`config.mk`:
```
export PLATFORM = sky130hd
export DESIGN_NAME = star_delta_pole_starter
export DESIGN_NICKNAME = d
export VERILOG_FILES = /design/src/common/starter_pkg.sv /design/src/design/star_delta_pole_starter.sv /design/src/design/current_scaler.sv
export SDC_FILE = /design/constraint.sdc
export NUM_CORES = 1
export LEC_CHECK = 0
export ABC_AREA = 1
export BUFFER_PORTS_ARGS = -buffer_cell sky130_fd_sc_hd__buf_2
export CORE_ASPECT_RATIO = 0.9
export CORE_MARGIN = 3
export CORE_UTILIZATION = 50
export DETAILED_ROUTE_END_ITERATION = 12
export PLACE_DENSITY = 0.72
export SYNTH_ARGS = -nofsm -noshare
export SYNTH_HDL_FRONTEND = slang
export SYNTH_SLANG_ARGS = --single-unit
```
`constraint.sdc`:
```
create_clock -name clk_i -period 17.3 [get_ports clk_i]
set_clock_uncertainty 0.05 [all_clocks]
set_input_delay 1.73 -clock clk_i [delete_from_list [all_inputs] [get_ports clk_i]]
set_output_delay 1.73 -clock clk_i [all_outputs]
set_load 0.005 [all_outputs]
```
`src/common/starter_pkg.sv`:
```
package starter_pkg;

  ////////////////////////////////////////////////////////////////////////////
  // timing
  localparam int unsigned CLK_HZ        = 25_000_000;
  localparam int unsigned MS_PER_S      = 1000;
  localparam int unsigned MS_CYCLES     = CLK_HZ / MS_PER_S;
  localparam logic [15:0] MIN_STAR_MS   = 16'h03E8; // 1000 ms, earliest changeover
  localparam logic [15:0] CHANGE_GAP_MS = 16'h0032; // 50 ms dead time star to delta
  localparam logic [15:0] CHECKBACK_MS  = 16'h012C; // 300 ms checkback tolerance

  ////////////////////////////////////////////////////////////////////////////
  // current scaling
  localparam logic [7:0]  CUR_FACTOR_DELTA  = 8'h64; // 100
  localparam logic [7:0]  CUR_FACTOR_ROOT3  = 8'hAD; // 173
  localparam logic [15:0] MAX_CURRENT_PCT   = 16'h0320; // 800 %
  localparam logic [15:0] OVERLOAD_WARN_PCT = 16'h0073; // 115 %

  ////////////////////////////////////////////////////////////////////////////
  // register byte offsets
  localparam logic [7:0] ADR_CONFIG       = 8'h00;
  localparam logic [7:0] ADR_STAR_TIME    = 8'h04;
  localparam logic [7:0] ADR_SWITCH_LEVEL = 8'h08;
  localparam logic [7:0] ADR_RATED_ONE    = 8'h0C;
  localparam logic [7:0] ADR_RATED_TWO    = 8'h10;
  localparam logic [7:0] ADR_CT_RATIO     = 8'h14;
  localparam logic [7:0] ADR_COMMAND      = 8'h18;
  localparam logic [7:0] ADR_MONITOR      = 8'h1C;
  localparam logic [7:0] ADR_OUTPUTS      = 8'h20;

  ////////////////////////////////////////////////////////////////////////////
  // command word bits (byte one in bits 15:8)
  localparam int unsigned CMD_OFF         = 1;
  localparam int unsigned CMD_RUN_FWD     = 2;
  localparam int unsigned CMD_EMERG_START = 4;
  localparam int unsigned CMD_AUTO        = 5;
  localparam int unsigned CMD_FAULT_RESET = 6;
  localparam int unsigned CMD_RUN_FAST    = 9;
  localparam int unsigned CMD_OUT_24V     = 12;

  ////////////////////////////////////////////////////////////////////////////
  // field types
  typedef enum logic {FUNC_STAR_DELTA, FUNC_POLE_CHANGE} func_t;
  typedef enum logic {SWITCH_BY_TIME, SWITCH_BY_CURRENT} switch_mode_t;

  typedef struct packed {
    logic         fault_on_24v;
    logic         pole_fault_relay_three;
    logic         fault_out_en;
    logic         local_en;
    logic         checkback_en;
    logic         dip_ride_en;
    logic         root3;
    switch_mode_t star_delta_switch_mode;
    func_t        function_sel;
  } config_t;

  // order matches monitor byte one bits 7..2
  typedef struct packed {
    logic local_stop;
    logic local_start;
    logic speed_two_start;
    logic aux_two;
    logic aux_one;
    logic checkback;
  } pin_in_t;

  typedef struct packed {
    logic three;
    logic two;
    logic one;
    logic zero;
  } relay_t;

  ////////////////////////////////////////////////////////////////////////////
  // reset values
  localparam config_t     RST_CONFIG       = config_t'(9'h000);
  localparam logic [15:0] RST_STAR_TIME    = 16'h1388; // 5000 ms
  localparam logic [15:0] RST_SWITCH_LEVEL = 16'h00C8; // 200 %
  localparam logic [15:0] RST_RATED        = 16'h0064;
  localparam logic [7:0]  RST_CT_RATIO     = 8'h01;

endpackage

```
`src/design/star_delta_pole_starter.sv`:
```
`timescale 1ns/1ps

module star_delta_pole_starter #(
  parameter int unsigned MS_TICK_CYCLES = starter_pkg::MS_CYCLES
) (
  // clock and reset
  input  wire logic        clk_i,
  input  wire logic        arst_n_i,
  // wishbone slave
  input  wire logic        wb_cyc_i,
  input  wire logic        wb_stb_i,
  input  wire logic        wb_we_i,
  input  wire logic [7:0]  wb_adr_i,
  input  wire logic [3:0]  wb_sel_i,
  input  wire logic [31:0] wb_dat_i,
  output logic      [31:0] wb_dat_o,
  output logic             wb_ack_o,
  // plant inputs
  input  wire logic        checkback_input_i,
  input  wire logic        aux_input_one_i,
  input  wire logic        aux_input_two_i,
  input  wire logic        speed_two_start_input_i,
  input  wire logic        local_start_input_i,
  input  wire logic        local_stop_input_i,
  input  wire logic        supply_dip_i,
  input  wire logic [15:0] current_sample_i,
  // contactor and lamp outputs
  output logic             relay_out_zero_o,
  output logic             relay_out_one_o,
  output logic             relay_out_two_o,
  output logic             relay_out_three_o,
  output logic             out_24v_o
);

  typedef enum logic [2:0] {
    ST_IDLE,
    ST_STAR,
    ST_GAP,
    ST_DELTA,
    ST_SPEED_ONE,
    ST_SPEED_TWO
  } motor_state_t;

  typedef struct packed {
    starter_pkg::pin_in_t pin_s1;
    starter_pkg::pin_in_t pin_s2;
    starter_pkg::pin_in_t pin_prev;
    logic                 dip_s1;
    logic                 dip_s2;
    starter_pkg::config_t cfg;
    logic [15:0]          star_time;
    logic [15:0]          switch_level;
    logic [15:0]          rated_one;
    logic [15:0]          rated_two;
    logic [7:0]           ct_ratio;
    logic [15:0]          cmd;
    motor_state_t         state;
    logic [31:0]          ms_div;
    logic [15:0]          ms_cnt;
    logic [15:0]          cb_cnt;
    logic                 fault;
    logic                 out_24v;
    starter_pkg::relay_t  relays;
    logic                 ack;
    logic [31:0]          rdata;
  } starter_state_t;

  localparam starter_state_t RST_STATE = '{
    cfg:          starter_pkg::RST_CONFIG,
    star_time:    starter_pkg::RST_STAR_TIME,
    switch_level: starter_pkg::RST_SWITCH_LEVEL,
    rated_one:    starter_pkg::RST_RATED,
    rated_two:    starter_pkg::RST_RATED,
    ct_ratio:     starter_pkg::RST_CT_RATIO,
    state:        ST_IDLE,
    default:      '0
  };

  starter_state_t       s;
  starter_state_t       nxt_s;
  starter_pkg::pin_in_t pins_raw;
  logic [15:0]          factor;
  logic [15:0]          rated_sel;
  logic [15:0]          pct;
  logic                 pct_valid;
  logic                 wb_take;
  logic                 wb_wr;
  logic                 cmd_wr;
  logic                 pole;
  logic                 local_ok;
  logic                 ms_tick;
  logic                 start_one;
  logic                 start_two;
  logic                 stop_req;
  logic                 dip_trip;
  logic                 star_done;
  logic                 mismatch;
  logic                 expect_cb;
  logic                 fault_set;
  logic                 fault_clr;
  logic                 overload;
  logic                 running;
  logic [15:0]          star_min;
  logic [31:0]          mon;

  ////////////////////////////////////////////////////////////////////////////
  // byte-lane merge for 16-bit registers
  function automatic logic [15:0] wr16(input logic [15:0] old, input logic [31:0] dat,
                                       input logic [3:0] sel);
    logic [15:0] res;
    res = old;
    if (sel[0]) res[7:0] = dat[7:0];
    if (sel[1]) res[15:8] = dat[15:8];
    return res;
  endfunction

  assign pins_raw = '{local_stop:      local_stop_input_i,
                      local_start:     local_start_input_i,
                      speed_two_start: speed_two_start_input_i,
                      aux_two:         aux_input_two_i,
                      aux_one:         aux_input_one_i,
                      checkback:       checkback_input_i};

  ////////////////////////////////////////////////////////////////////////////
  // current scaling; pole mode measures against the rated current of its speed
  assign factor = 16'(s.cfg.root3 ? starter_pkg::CUR_FACTOR_ROOT3 : starter_pkg::CUR_FACTOR_DELTA)
                  * 16'(s.ct_ratio);
  assign rated_sel = (s.state == ST_SPEED_TWO) ? s.rated_two : s.rated_one;

  current_scaler current_scaler_inst (
    .clk_i    (clk_i),
    .arst_n_i (arst_n_i),
    .sample_i (current_sample_i),
    .factor_i (factor),
    .rated_i  (rated_sel),
    .pct_o    (pct),
    .valid_o  (pct_valid)
  );

  ////////////////////////////////////////////////////////////////////////////
  // next-state logic for the whole block
  always_comb begin
    nxt_s     = s;
    wb_take   = wb_cyc_i && wb_stb_i && s.ack;
    wb_wr     = wb_take && wb_we_i;
    cmd_wr    = wb_wr && (wb_adr_i == starter_pkg::ADR_COMMAND);
    pole      = (s.cfg.function_sel == starter_pkg::FUNC_POLE_CHANGE);
    local_ok  = s.cfg.local_en && !s.cmd[starter_pkg::CMD_AUTO];
    ms_tick   = (s.ms_div == MS_TICK_CYCLES - 1);
    running   = (s.state != ST_IDLE);

    // pins pass two flops; edges are taken only on the second stage
    nxt_s.pin_s1   = pins_raw;
    nxt_s.pin_s2   = s.pin_s1;
    nxt_s.pin_prev = s.pin_s2;
    nxt_s.dip_s1   = supply_dip_i;
    nxt_s.dip_s2   = s.dip_s1;
    nxt_s.ms_div   = ms_tick ? 32'h0000_0000 : s.ms_div + 32'h0000_0001;

    // remote start commands act on the write, and only in auto mode
    start_one = (cmd_wr && wb_sel_i[0] && wb_dat_i[starter_pkg::CMD_RUN_FWD]
                 && wb_dat_i[starter_pkg::CMD_AUTO])
                || (local_ok && s.pin_s2.local_start && !s.pin_prev.local_start);
    start_two = pole && ((cmd_wr && wb_sel_i[1] && wb_dat_i[starter_pkg::CMD_RUN_FAST]
                          && s.cmd[starter_pkg::CMD_AUTO])
                || (local_ok && s.pin_s2.speed_two_start
                    && !s.pin_prev.speed_two_start));

    // ride-through only exists in pole mode
    dip_trip = s.dip_s2 && !(s.cfg.dip_ride_en && pole);

    // local stop is a level and wins in any control mode
    stop_req = (cmd_wr && wb_sel_i[0] && wb_dat_i[starter_pkg::CMD_OFF])
               || (s.cfg.local_en && s.pin_s2.local_stop)
               || s.fault || dip_trip;

    // changeover never earlier than the minimum star time
    star_min  = (s.star_time < starter_pkg::MIN_STAR_MS) ? starter_pkg::MIN_STAR_MS
                                                          : s.star_time;
    if (s.cfg.star_delta_switch_mode == starter_pkg::SWITCH_BY_TIME) begin
      star_done = (s.ms_cnt >= star_min);
    end else begin
      star_done = (s.ms_cnt >= starter_pkg::MIN_STAR_MS) && pct_valid
                  && (pct <= s.switch_level);
    end

    // motor sequencer
    if (ms_tick && s.ms_cnt != 16'hFFFF) begin
      nxt_s.ms_cnt = s.ms_cnt + 16'h0001;
    end
    case (s.state)
      ST_IDLE: begin
        nxt_s.ms_cnt = 16'h0000;
        if (!stop_req && start_one) begin
          nxt_s.state = pole ? ST_SPEED_ONE : ST_STAR;
        end else if (!stop_req && start_two) begin
          nxt_s.state = ST_SPEED_TWO;
        end
      end
      ST_STAR: begin
        if (stop_req) begin
          nxt_s.state = ST_IDLE;
        end else if (star_done) begin
          nxt_s.state  = ST_GAP;
          nxt_s.ms_cnt = 16'h0000;
        end
      end
      ST_GAP: begin
        if (stop_req) begin
          nxt_s.state = ST_IDLE;
        end else if (s.ms_cnt >= starter_pkg::CHANGE_GAP_MS) begin
          nxt_s.state = ST_DELTA;
        end
      end
      // a speed change must pass through idle, so both speeds never overlap
      default: begin
        if (stop_req) begin
          nxt_s.state = ST_IDLE;
        end
      end
    endcase

    // contactors are decoded from the next state, so they switch in the same cycle as the state
    nxt_s.relays.zero = (nxt_s.state == ST_STAR)
                        || (nxt_s.state == ST_SPEED_ONE);
    nxt_s.relays.one  = (nxt_s.state == ST_DELTA)
                        || (nxt_s.state == ST_SPEED_TWO);
    if (pole) begin
      nxt_s.relays.two   = s.cfg.fault_out_en && !s.cfg.pole_fault_relay_three
                           && s.fault;
      nxt_s.relays.three = s.cfg.fault_out_en && s.cfg.pole_fault_relay_three
                           && s.fault;
    end else begin
      nxt_s.relays.two   = (nxt_s.state == ST_STAR) || (nxt_s.state == ST_GAP)
                           || (nxt_s.state == ST_DELTA);
      nxt_s.relays.three = s.cfg.fault_out_en && s.fault;
    end

    // checkback compares the main (or speed) contactor with its auxiliary
    expect_cb = pole ? (s.relays.zero || s.relays.one) : s.relays.two;
    mismatch  = s.cfg.checkback_en && (s.pin_s2.checkback != expect_cb);
    if (!mismatch) begin
      nxt_s.cb_cnt = 16'h0000;
    end else if (ms_tick && s.cb_cnt != 16'hFFFF) begin
      nxt_s.cb_cnt = s.cb_cnt + 16'h0001;
    end
    fault_set = mismatch && (s.cb_cnt >= starter_pkg::CHECKBACK_MS);
    fault_clr = cmd_wr && wb_sel_i[0] && wb_dat_i[starter_pkg::CMD_FAULT_RESET];
    // a new fault in the reset cycle is kept
    nxt_s.fault = fault_set || (s.fault && !fault_clr);

    // 24 V output is taken over when it serves as the fault lamp
    nxt_s.out_24v = s.cfg.fault_on_24v ? s.fault
                                       : s.cmd[starter_pkg::CMD_OUT_24V];

    // register writes land on the edge where ack is seen high
    if (wb_wr) begin
      if (wb_adr_i == starter_pkg::ADR_CONFIG) begin
        if (wb_sel_i[0]) nxt_s.cfg[7:0] = wb_dat_i[7:0];
        if (wb_sel_i[1]) nxt_s.cfg[8] = wb_dat_i[8];
      end else if (wb_adr_i == starter_pkg::ADR_STAR_TIME) begin
        nxt_s.star_time = wr16(s.star_time, wb_dat_i, wb_sel_i);
      end else if (wb_adr_i == starter_pkg::ADR_SWITCH_LEVEL) begin
        nxt_s.switch_level = wr16(s.switch_level, wb_dat_i, wb_sel_i);
      end else if (wb_adr_i == starter_pkg::ADR_RATED_ONE) begin
        nxt_s.rated_one = wr16(s.rated_one, wb_dat_i, wb_sel_i);
      end else if (wb_adr_i == starter_pkg::ADR_RATED_TWO) begin
        nxt_s.rated_two = wr16(s.rated_two, wb_dat_i, wb_sel_i);
      end else if (wb_adr_i == starter_pkg::ADR_CT_RATIO) begin
        if (wb_sel_i[0]) nxt_s.ct_ratio = wb_dat_i[7:0];
      end else if (wb_adr_i == starter_pkg::ADR_COMMAND) begin
        nxt_s.cmd = wr16(s.cmd, wb_dat_i, wb_sel_i);
      end
    end

    // monitor image: byte zero flags, byte one speed-two flag and inputs, current word above
    overload = running && pct_valid && (pct > starter_pkg::OVERLOAD_WARN_PCT);
    mon      = 32'h0000_0000;
    mon[7]   = overload;
    mon[6]   = s.fault;
    mon[5]   = !s.cmd[starter_pkg::CMD_AUTO];
    mon[3]   = overload;
    mon[2]   = running && (s.state != ST_SPEED_TWO);
    mon[1]   = !running;
    mon[9]   = (s.state == ST_SPEED_TWO);
    mon[15:10] = s.pin_s2;
    mon[31:16] = pct;

    // one wait state: ack rises the cycle after the request and drops after
    nxt_s.ack = wb_cyc_i && wb_stb_i && !s.ack;
    if (wb_cyc_i && wb_stb_i && !s.ack) begin
      if (wb_adr_i == starter_pkg::ADR_CONFIG) begin
        nxt_s.rdata = {23'h000000, s.cfg};
      end else if (wb_adr_i == starter_pkg::ADR_STAR_TIME) begin
        nxt_s.rdata = {16'h0000, s.star_time};
      end else if (wb_adr_i == starter_pkg::ADR_SWITCH_LEVEL) begin
        nxt_s.rdata = {16'h0000, s.switch_level};
      end else if (wb_adr_i == starter_pkg::ADR_RATED_ONE) begin
        nxt_s.rdata = {16'h0000, s.rated_one};
      end else if (wb_adr_i == starter_pkg::ADR_RATED_TWO) begin
        nxt_s.rdata = {16'h0000, s.rated_two};
      end else if (wb_adr_i == starter_pkg::ADR_CT_RATIO) begin
        nxt_s.rdata = {24'h000000, s.ct_ratio};
      end else if (wb_adr_i == starter_pkg::ADR_COMMAND) begin
        nxt_s.rdata = {16'h0000, s.cmd};
      end else if (wb_adr_i == starter_pkg::ADR_MONITOR) begin
        nxt_s.rdata = mon;
      end else if (wb_adr_i == starter_pkg::ADR_OUTPUTS) begin
        nxt_s.rdata = {24'h000000, 3'h0, s.out_24v, s.relays};
      end else begin
        nxt_s.rdata = 32'h0000_0000; // unmapped reads zero, writes ignored
      end
    end
  end

  ////////////////////////////////////////////////////////////////////////////
  // state register
  always_ff @(posedge clk_i or negedge arst_n_i) begin
    if (!arst_n_i) begin
      s <= RST_STATE;
    end else begin
      s <= nxt_s;
    end
  end

  ////////////////////////////////////////////////////////////////////////////
  // outputs straight from flops
  assign wb_dat_o          = s.rdata;
  assign wb_ack_o          = s.ack;
  assign relay_out_zero_o  = s.relays.zero;
  assign relay_out_one_o   = s.relays.one;
  assign relay_out_two_o   = s.relays.two;
  assign relay_out_three_o = s.relays.three;
  assign out_24v_o         = s.out_24v;

endmodule

```
`src/design/current_scaler.sv`:
```
`timescale 1ns/1ps
// serial divider: pct = sample * factor / rated, clamped to the top of range
module current_scaler (
  // clock and reset
  input  wire logic        clk_i,
  input  wire logic        arst_n_i,
  // operands
  input  wire logic [15:0] sample_i,
  input  wire logic [15:0] factor_i,
  input  wire logic [15:0] rated_i,
  // result
  output logic      [15:0] pct_o,
  output logic             valid_o
);

  typedef struct packed {
    logic        busy;
    logic [5:0]  step;
    logic [31:0] num;
    logic [16:0] rem;
    logic [15:0] divisor;
    logic [15:0] pct;
    logic        valid;
  } scale_state_t;

  scale_state_t s;
  scale_state_t nxt_s;
  logic [16:0]  rem_sh;

  ////////////////////////////////////////////////////////////////////////////
  // one quotient bit per cycle; a fresh result every 34 cycles is plenty
  always_comb begin
    nxt_s  = s;
    rem_sh = {s.rem[15:0], s.num[31]};
    if (!s.busy) begin
      nxt_s.busy    = 1'b1;
      nxt_s.step    = 6'h00;
      nxt_s.num     = 32'(sample_i) * 32'(factor_i);
      nxt_s.rem     = 17'h00000;
      nxt_s.divisor = rated_i;
    end else if (s.step != 6'h20) begin
      nxt_s.step = s.step + 6'h01;
      if (rem_sh >= {1'b0, s.divisor}) begin
        nxt_s.rem = rem_sh - {1'b0, s.divisor};
        nxt_s.num = {s.num[30:0], 1'b1};
      end else begin
        nxt_s.rem = rem_sh;
        nxt_s.num = {s.num[30:0], 1'b0};
      end
    end else begin
      // zero rated current would divide by zero: report full scale instead
      if (s.divisor == 16'h0000 || s.num > {16'h0000, starter_pkg::MAX_CURRENT_PCT}) begin
        nxt_s.pct = starter_pkg::MAX_CURRENT_PCT;
      end else begin
        nxt_s.pct = s.num[15:0];
      end
      nxt_s.valid = 1'b1;
      nxt_s.busy  = 1'b0;
    end
  end

  always_ff @(posedge clk_i or negedge arst_n_i) begin
    if (!arst_n_i) begin
      s <= '0;
    end else begin
      s <= nxt_s;
    end
  end

  assign pct_o   = s.pct;
  assign valid_o = s.valid;

endmodule

```
Word level (Yosys, flattened, before mapping)
Index checks and enable logic that the tools add are counted.
{ "word_totals": {"register_bits": 307, "out_inout_bits": 38, "wordCells": 217} }
{ "op_classes": {"n_addsub": 5, "multipliers": 2, "order_cmp": 9, "eq_ne": 24, "muxes": 37, "bitwise_logic": 7, "n_reduce_logical": 78} }
{ "op_table": {"columns": ["cell", "n"], "rows": [
  ["$mux W32", 9],
  ["$mux W16", 8],
  ["$mux W56", 1],
  ["$mux W55", 1],
  ["$logic_and A1 B1 Y1", 39],
  ["$add A16 B1 Y16 const B", 2],
  ["$add A32 B1 Y32 const B", 1],
  ["$eq A32 B15 Y1 const B", 1],
  ["$eq A8 B5 Y1 const B", 4],
  ["$gt A32 B10 Y1 const B", 1],
  ["$mul A16 B16 Y32", 1],
  ["$ne A16 B16 Y1 const B", 2],
  ["$pmux W16 S2", 1],
  ["$mux W3", 8],
  ["$mux W18", 1],
  ["$reduce_and A9 Y1", 2],
  ["$ge A17 B16 Y1", 1],
  ["$sub A17 B16 Y17", 1],
  ["$eq A8 B4 Y1 const B", 2],
  ["$ge A16 B10 Y1 const B", 1],
  ["$ge A16 B16 Y1", 1],
  ["$ge A16 B6 Y1 const B", 1],
  ["$ge A16 B9 Y1 const B", 1],
  ["$gt A16 B7 Y1 const B", 1],
  ["33 further kinds", 71]
]} }

Logic depth before layout (Yosys ltp)
{ "logic_depth": {"depth_word": 18, "depth_mapped": 48, "ltp_nobuf": 46} }

By module
From an unflattened synthesis, not the netlist that was laid out.
{ "hier_totals": {"cells_unflattened": 3715, "area_unflattened_um2": 27825.4} }
{ "by_module_without_submodules": {"columns": ["mod", "n_inst", "cells_each", "area_each_um2"], "rows": [
  ["current_scaler", 1, 2039, 14496.4],
  ["star_delta_pole_starter", 1, 1676, 13329.0]
]} }

Worst setup path before layout
No wires, ideal clock.
{ "synth_path": {"path_kind": "register to register", "startpoint": "reg s[196] (netlist name)", "endpoint": "reg current_scaler_inst.s[76] (netlist name)", "setup_time_ns": 0.120, "arrival_time_ns": 9.048, "t_required_ns": 17.130, "slack_ns": 8.082, "path_stages_with_launch": 42, "path_buffers": 2, "period_less_slack_ns": 9.218, "path_cell_list": "dfrtp_1 -> clkbuf_1 -> clkbuf_1 -> nor2_1 -> ha_1 -> inv_1 -> xor2_1 -> fa_1 -> inv_1 -> fa_1 -> fa_1 -> inv_1 -> ha_1 -> inv_1 -> nor3_1 -> nand3_1 -> nand3_1 -> nand2_1 -> [6 not listed] -> inv_1 -> fa_1 -> inv_1 -> fa_1 -> fa_1 -> fa_1 -> inv_1 -> fa_1 -> inv_1 -> ha_1 -> a21oi_1 -> o21ai_0 -> a21oi_1 -> nand3_1 -> nand2_1 -> nand2_1 -> or2_2 -> a31o_2"} }
{ "synth_via": {"elab_chain_cells": 4} }
{ "synth_rtl": {"columns": ["element", "line", "source"], "rows": [
  ["start, declared", "star_delta_pole_starter.sv:79", "starter_state_t s;"],
  ["start signal, assigned", "star_delta_pole_starter.sv:322", "s <= nxt_s;"],
  ["$mux W8", "star_delta_pole_starter.sv:126", "assign factor = 16'(s.cfg.root3 ? starter_pkg::CUR_FACTOR_ROOT3 : starter_pkg::CUR_FACTOR_DELTA)"],
  ["$mul A8 B8 Y16", "star_delta_pole_starter.sv:127", "* 16'(s.ct_ratio);"],
  ["$mul A16 B16 Y32", "current_scaler.sv:38", "nxt_s.num = 32'(sample_i) * 32'(factor_i);"],
  ["$mux W56", "current_scaler.sv:35", "if (!s.busy) begin"],
  ["end signal, assigned", "current_scaler.sv:66", "s <= nxt_s;"],
  ["end, declared", "current_scaler.sv:26", "scale_state_t s;"]
]} }
No other way between the ends.
A chain may end at the register's enable or synchronous reset.

Worst setup path after layout
{ "layout_path": {"startpoint": "reg s[196] (netlist name)", "endpoint": "reg current_scaler_inst.s[78] (netlist name)"} }
The elaborated chain is that of the path after synthesis.

==> results_tabular.tex <==
\begin{tabular}{lr}
\hline
Metric & Value \\
\hline
\multicolumn{2}{l}{\textbf{Power}} \\
Switching power as a share of total power & 29.4\% \\
Static power due to leakage & 14.7 nW \\
Sequential cell fraction of total power & 41.1\% \\
Internal power & 1.35 mW \\
Worst supply voltage drop on vdd & 87.2 uV \\
Gate power share & 19.9\% \\
Proportion of power drawn by the clock network & 39.0\% \\
Switching component of the power & 563 uW \\
Power per Cell Area & 66.9 nW/um\^{}2 \\
\multicolumn{2}{l}{\textbf{Synth}} \\
Post-synth net total & 3,863 \\
Simple-gate area share of the yosys netlist & 21.4\% \\
XOR/XNOR share of the synthesized area & 2.34\% \\
Post-synthesis sequential element count & 307 \\
EDFF count, synth & 0 \\
Post-synthesis cell area & 26,600 sq um \\
Synthesis warning total & 0 \\
Compound-cell area share of the yosys netlist & 10.1\% \\
Share of the yosys chip area belonging to registers & 29.0\% \\
Post-synthesis share of cell area spent on full adders, half adders and majority gates & 25.3\% \\
Predominant post-synthesis flop cell & sky130\_fd\_sc\_hd\_\_dfrtp\_1 \\
Share of flip-flops with an asynchronous set or reset after synthesis & 100\% \\
Count of mapped cells out of synthesis & 3,380 \\
Average size of a mapped cell & 7.86 sq um \\
Main combinational cell family by area after synthesis & adder cells \\
Multiplexer share of the synthesized area & 0.0377\% \\
Number of library cell types mapped by synthesis & 59 \\
\multicolumn{2}{l}{\textbf{GRT}} \\
Number of global-route vias before repair & 21.6k \\
Total global routing overflow & 0 \\
Maximum number of pins on one net before global-route repair & 107 \\
All-layer global routing usage & 25.2\% \\
Wire length of the first global-routing pass & 115 mm \\
Number of antenna violations at the first check in global routing & 0 \\
\multicolumn{2}{l}{\textbf{Layout}} \\
Number of nets in the layout & 3,886 \\
Area growth from synthesis to layout & 7.49\% \\
Share of cells above drive strength 1 & 7.38\% \\
Area of combinational cells with multiple inputs & 15,800 sq um \\
Number of fill cells in the layout & 4,862 \\
Final cell area excluding filler cells & 28,600 sq um \\
Register cell area after layout & 7700 sq um \\
\multicolumn{2}{l}{\textbf{Die}} \\
Total die area & 56,000 sq um \\
Core footprint & 52,100 sq um \\
Die Height & 225 microns \\
Die outline width & 249 microns \\
Count of pins on the block boundary & 110 \\
Rows & 79 \\
Initial Util & 51.0\% \\
\multicolumn{2}{l}{\textbf{Timing}} \\
Final slew viol count & 0 \\
Least-Margin Pin Slew & 0.998 ns \\
Setup repair after global routing missed its margin & false \\
Hold WS & 0.298 ns \\
Final setup fails & 0 \\
Min cycle time layout & 10.98 ns \\
Ratio of final minimum period to clock period & 63.5\% \\
Final hold violation count & 0 \\
Maximum frequency from static timing analysis & 0.0911 GHz \\
Setup TNS & 0 ns \\
Relative slew slack & 33.4\% \\
\multicolumn{2}{l}{\textbf{Critical path}} \\
Crit-path max FO & 18 \\
Element type at the critical path start & flop \\
Crit end category & flop \\
Critical setup path kind & reg -> reg \\
Worst path slowest cell & sky130\_fd\_sc\_hd\_\_fa\_1 \\
Most common cell on crit path & sky130\_fd\_sc\_hd\_\_nand2\_1 \\
WP data required & 17.71 ns \\
Data arrival, critical path & 11.39 ns \\
Delay of the slowest cell on the worst path & 0.67 ns \\
\multicolumn{2}{l}{\textbf{Clock network}} \\
CTS sink count & 307 \\
Bufs on Longest Clock Path & 3 \\
TritonCTS clock tree & done \\
Post-CTS Repair Setup Buffers & 0 \\
Insertion delay to the later sink of the worst-skew pair & 0.58 ns \\
Clock slew at the register clock pins of the worst setup and hold paths & 0.07 ns \\
Number of resized instances in the post-cts repair step & 0 \\
H-tree Lvls & 1 \\
Post-CTS Hold Buffers & 0 \\
Root Driver & sky130\_fd\_sc\_hd\_\_clkbuf\_16 \\
Clock buffer count from CTS & 31 \\
\multicolumn{2}{l}{\textbf{Detailed routing}} \\
Total wire length & 70.2 mm \\
Total number of vias & 22.2k \\
Via density & 5.39 \\
TritonRoute pass-1 iters & 6 \\
Number of DRC violations after detailed-routing iteration 0 & 2,143 \\
Detailed-route wire length per cell & 17.1 microns \\
DRC violation count after routing & 0 \\
Number of nets with antenna violations after detailed routing & 0 \\
\multicolumn{2}{l}{\textbf{Place}} \\
Port Buffers & 91 \\
Routability congestion estimate from global placement & 0.950 \\
Estimated wirelength of the detail-placed design & 54.5 mm \\
Post-place instance area & 27,400 sq um \\
\multicolumn{2}{l}{\textbf{Run}} \\
Max cap viols & 0 \\
\multicolumn{2}{l}{\textbf{Hold path}} \\
Type of the tightest min-delay check & reg -> reg \\
\multicolumn{2}{l}{\textbf{Outcome}} \\
Result of the run & completed \\
\hline
\end{tabular}
## worst paths after layout
check	slack (ns)	startpoint	cells past startpoint	endpoint
worst max-delay path	6.32	s[196]	40	current_scaler_inst.s[78]
worst min register to register	0.30	nxt_s[216]	0	mon[15]
max in group asynchronous	14.65	arst_n_i	2	current_scaler_inst.s[74]
worst max register to register	6.32	s[196]	40	current_scaler_inst.s[78]
min in group asynchronous	1.12	arst_n_i	1	s[87]
worst min-delay path	0.30	nxt_s[216]	0	mon[15]
## cells in the mapped netlist (6+ instances only)
cell                       instances  area [sq um]
sky130_fd_sc_hd__o21ai_1          23           115
sky130_fd_sc_hd__nand3b_1         12          90.1
sky130_fd_sc_hd__ha_1            199          2490
sky130_fd_sc_hd__clkinv_1          8          30.0
sky130_fd_sc_hd__o31ai_1           8          60.1
sky130_fd_sc_hd__o221ai_1         10          87.6
sky130_fd_sc_hd__xor2_1           58           508
sky130_fd_sc_hd__inv_2            18          67.6
sky130_fd_sc_hd__o21ai_0         200          1000
sky130_fd_sc_hd__o22ai_1          19           119
sky130_fd_sc_hd__fa_1            212          4240
sky130_fd_sc_hd__a221oi_1          6          52.6
sky130_fd_sc_hd__nand4_1          42           263
sky130_fd_sc_hd__nand2_2           8          50.1
sky130_fd_sc_hd__o21bai_1         15           113
sky130_fd_sc_hd__xnor2_1          13           114
sky130_fd_sc_hd__a21oi_1         116           581
sky130_fd_sc_hd__nor2_2           12          75.1
sky130_fd_sc_hd__nand2_1         743          2790
sky130_fd_sc_hd__nor4_1           26           163
sky130_fd_sc_hd__nor3_1           55           275
sky130_fd_sc_hd__dfstp_2          15           394
sky130_fd_sc_hd__buf_4            36           270
sky130_fd_sc_hd__or2_2            15          93.8
sky130_fd_sc_hd__nor2_1          259           972
sky130_fd_sc_hd__nand3_1         128           641
sky130_fd_sc_hd__buf_2            19          95.1
sky130_fd_sc_hd__clkbuf_1         56           210
sky130_fd_sc_hd__a31oi_1          14          87.6
sky130_fd_sc_hd__o211ai_1         33           248
sky130_fd_sc_hd__dfrtp_1         292          7310
sky130_fd_sc_hd__inv_1           648          2430
## sequential cells by signal, summed over array words and instances (netlist names)
| register | flops |
|---|---|
| out_24v_o | 1 |
| mon | 7 |
| current_scaler_inst.s | 54 |
| wb_dat_o | 32 |
| wb_ack_o | 1 |
| s | 166 |
| nxt_s | 7 |
| current_scaler_inst.valid_o | 1 |
| relay_out_three_o | 1 |
| relay_out_zero_o | 1 |
| relay_out_one_o | 1 |
| current_scaler_inst.rem_sh | 17 |
| relay_out_two_o | 1 |
| pole | 1 |
| current_scaler_inst.pct_o | 16 |
## worst max-delay path: cells and delay by family (launching register included)
kind | cells | cell delay, ns
AOI/OAI and AO/OA | 4 | 0.59
adders and majority gates | 11 | 5.57
buffers and inverters | 7 | 0.99
DFF | 1 | 0.63
and+or+nand+nor | 18 | 3.02
## power groups by stage
stage	logic [mW]	clock network, mW	registers [mW]
final	0.380	0.746	0.785
after global routing	0.433	0.789	0.789
after CTS	0.377	0.758	0.784
after detailed placement	0.375	0	0.796
after global placement	0.369	0	0.797
after floorplan	0.281	0	0.789
## cell families after synthesis
group                      count (synthesis)
adders and majority gates                411
xor gates and xnor gates                  71
AOI/OAI and AO/OA                        472
and+or+nand+nor                         1328
other                                      2
buffers and inverters                    788
muxes                                      1
DFF                                      307
## per-layer routing
| metal | global-route usage [%] | wire length (microns) |
|---|---|---|
| met5 | 0 | 0 |
| met4 | 4.19 | 1050 |
| met3 | 4.58 | 5710 |
| met2 | 38.9 | 30900 |
| met1 | 37.9 | 32600 |
## through the flow
stage | utilization [%] | total power [mW] | setup WS, ns | cells
finish | 54.8 | 1.91 | 6.32 | 4117
floorplan | - | 1.07 | 8.08 | 3380
global route | 54.8 | 2.01 | 5.66 | 4116
CTS | 54.8 | 1.92 | 6.44 | 4116
global placement | 52.6 | 1.17 | 6.50 | 4058
detailed placement | 52.6 | 1.17 | 6.48 | 4058
## cell type report
type,instances,share of cell area [%]
Tap cell,688,3.01
Timing Repair Buffer,103,1.94
Inverter,675,8.88
Clock buffer,44,3.27
Antenna cell,1,0.00876
Sequential cell,307,27.0
Multi-Input combinational cell,2285,55.2
Clock inverter,14,0.753
## placed cells by master (no fill, tap or decap), types with 14 or more instances in the layout
master / count
sky130_fd_sc_hd__nand2_1: 743
sky130_fd_sc_hd__nor4_1: 26
sky130_fd_sc_hd__o21ai_1: 23
sky130_fd_sc_hd__clkbuf_16: 31
sky130_fd_sc_hd__nand3_1: 128
sky130_fd_sc_hd__o22ai_1: 19
sky130_fd_sc_hd__nor3_1: 55
sky130_fd_sc_hd__inv_2: 18
sky130_fd_sc_hd__dfrtp_1: 292
sky130_fd_sc_hd__fa_1: 212
sky130_fd_sc_hd__o211ai_1: 33
sky130_fd_sc_hd__o21bai_1: 15
sky130_fd_sc_hd__inv_1: 648
sky130_fd_sc_hd__a31oi_1: 14
sky130_fd_sc_hd__buf_2: 90
sky130_fd_sc_hd__o21ai_0: 200
sky130_fd_sc_hd__or2_2: 15
sky130_fd_sc_hd__ha_1: 199
sky130_fd_sc_hd__dfstp_2: 15
sky130_fd_sc_hd__a21oi_1: 116
sky130_fd_sc_hd__nor2_1: 259
sky130_fd_sc_hd__xor2_1: 58
sky130_fd_sc_hd__nand4_1: 42
(Power assumes the default switching activity.)
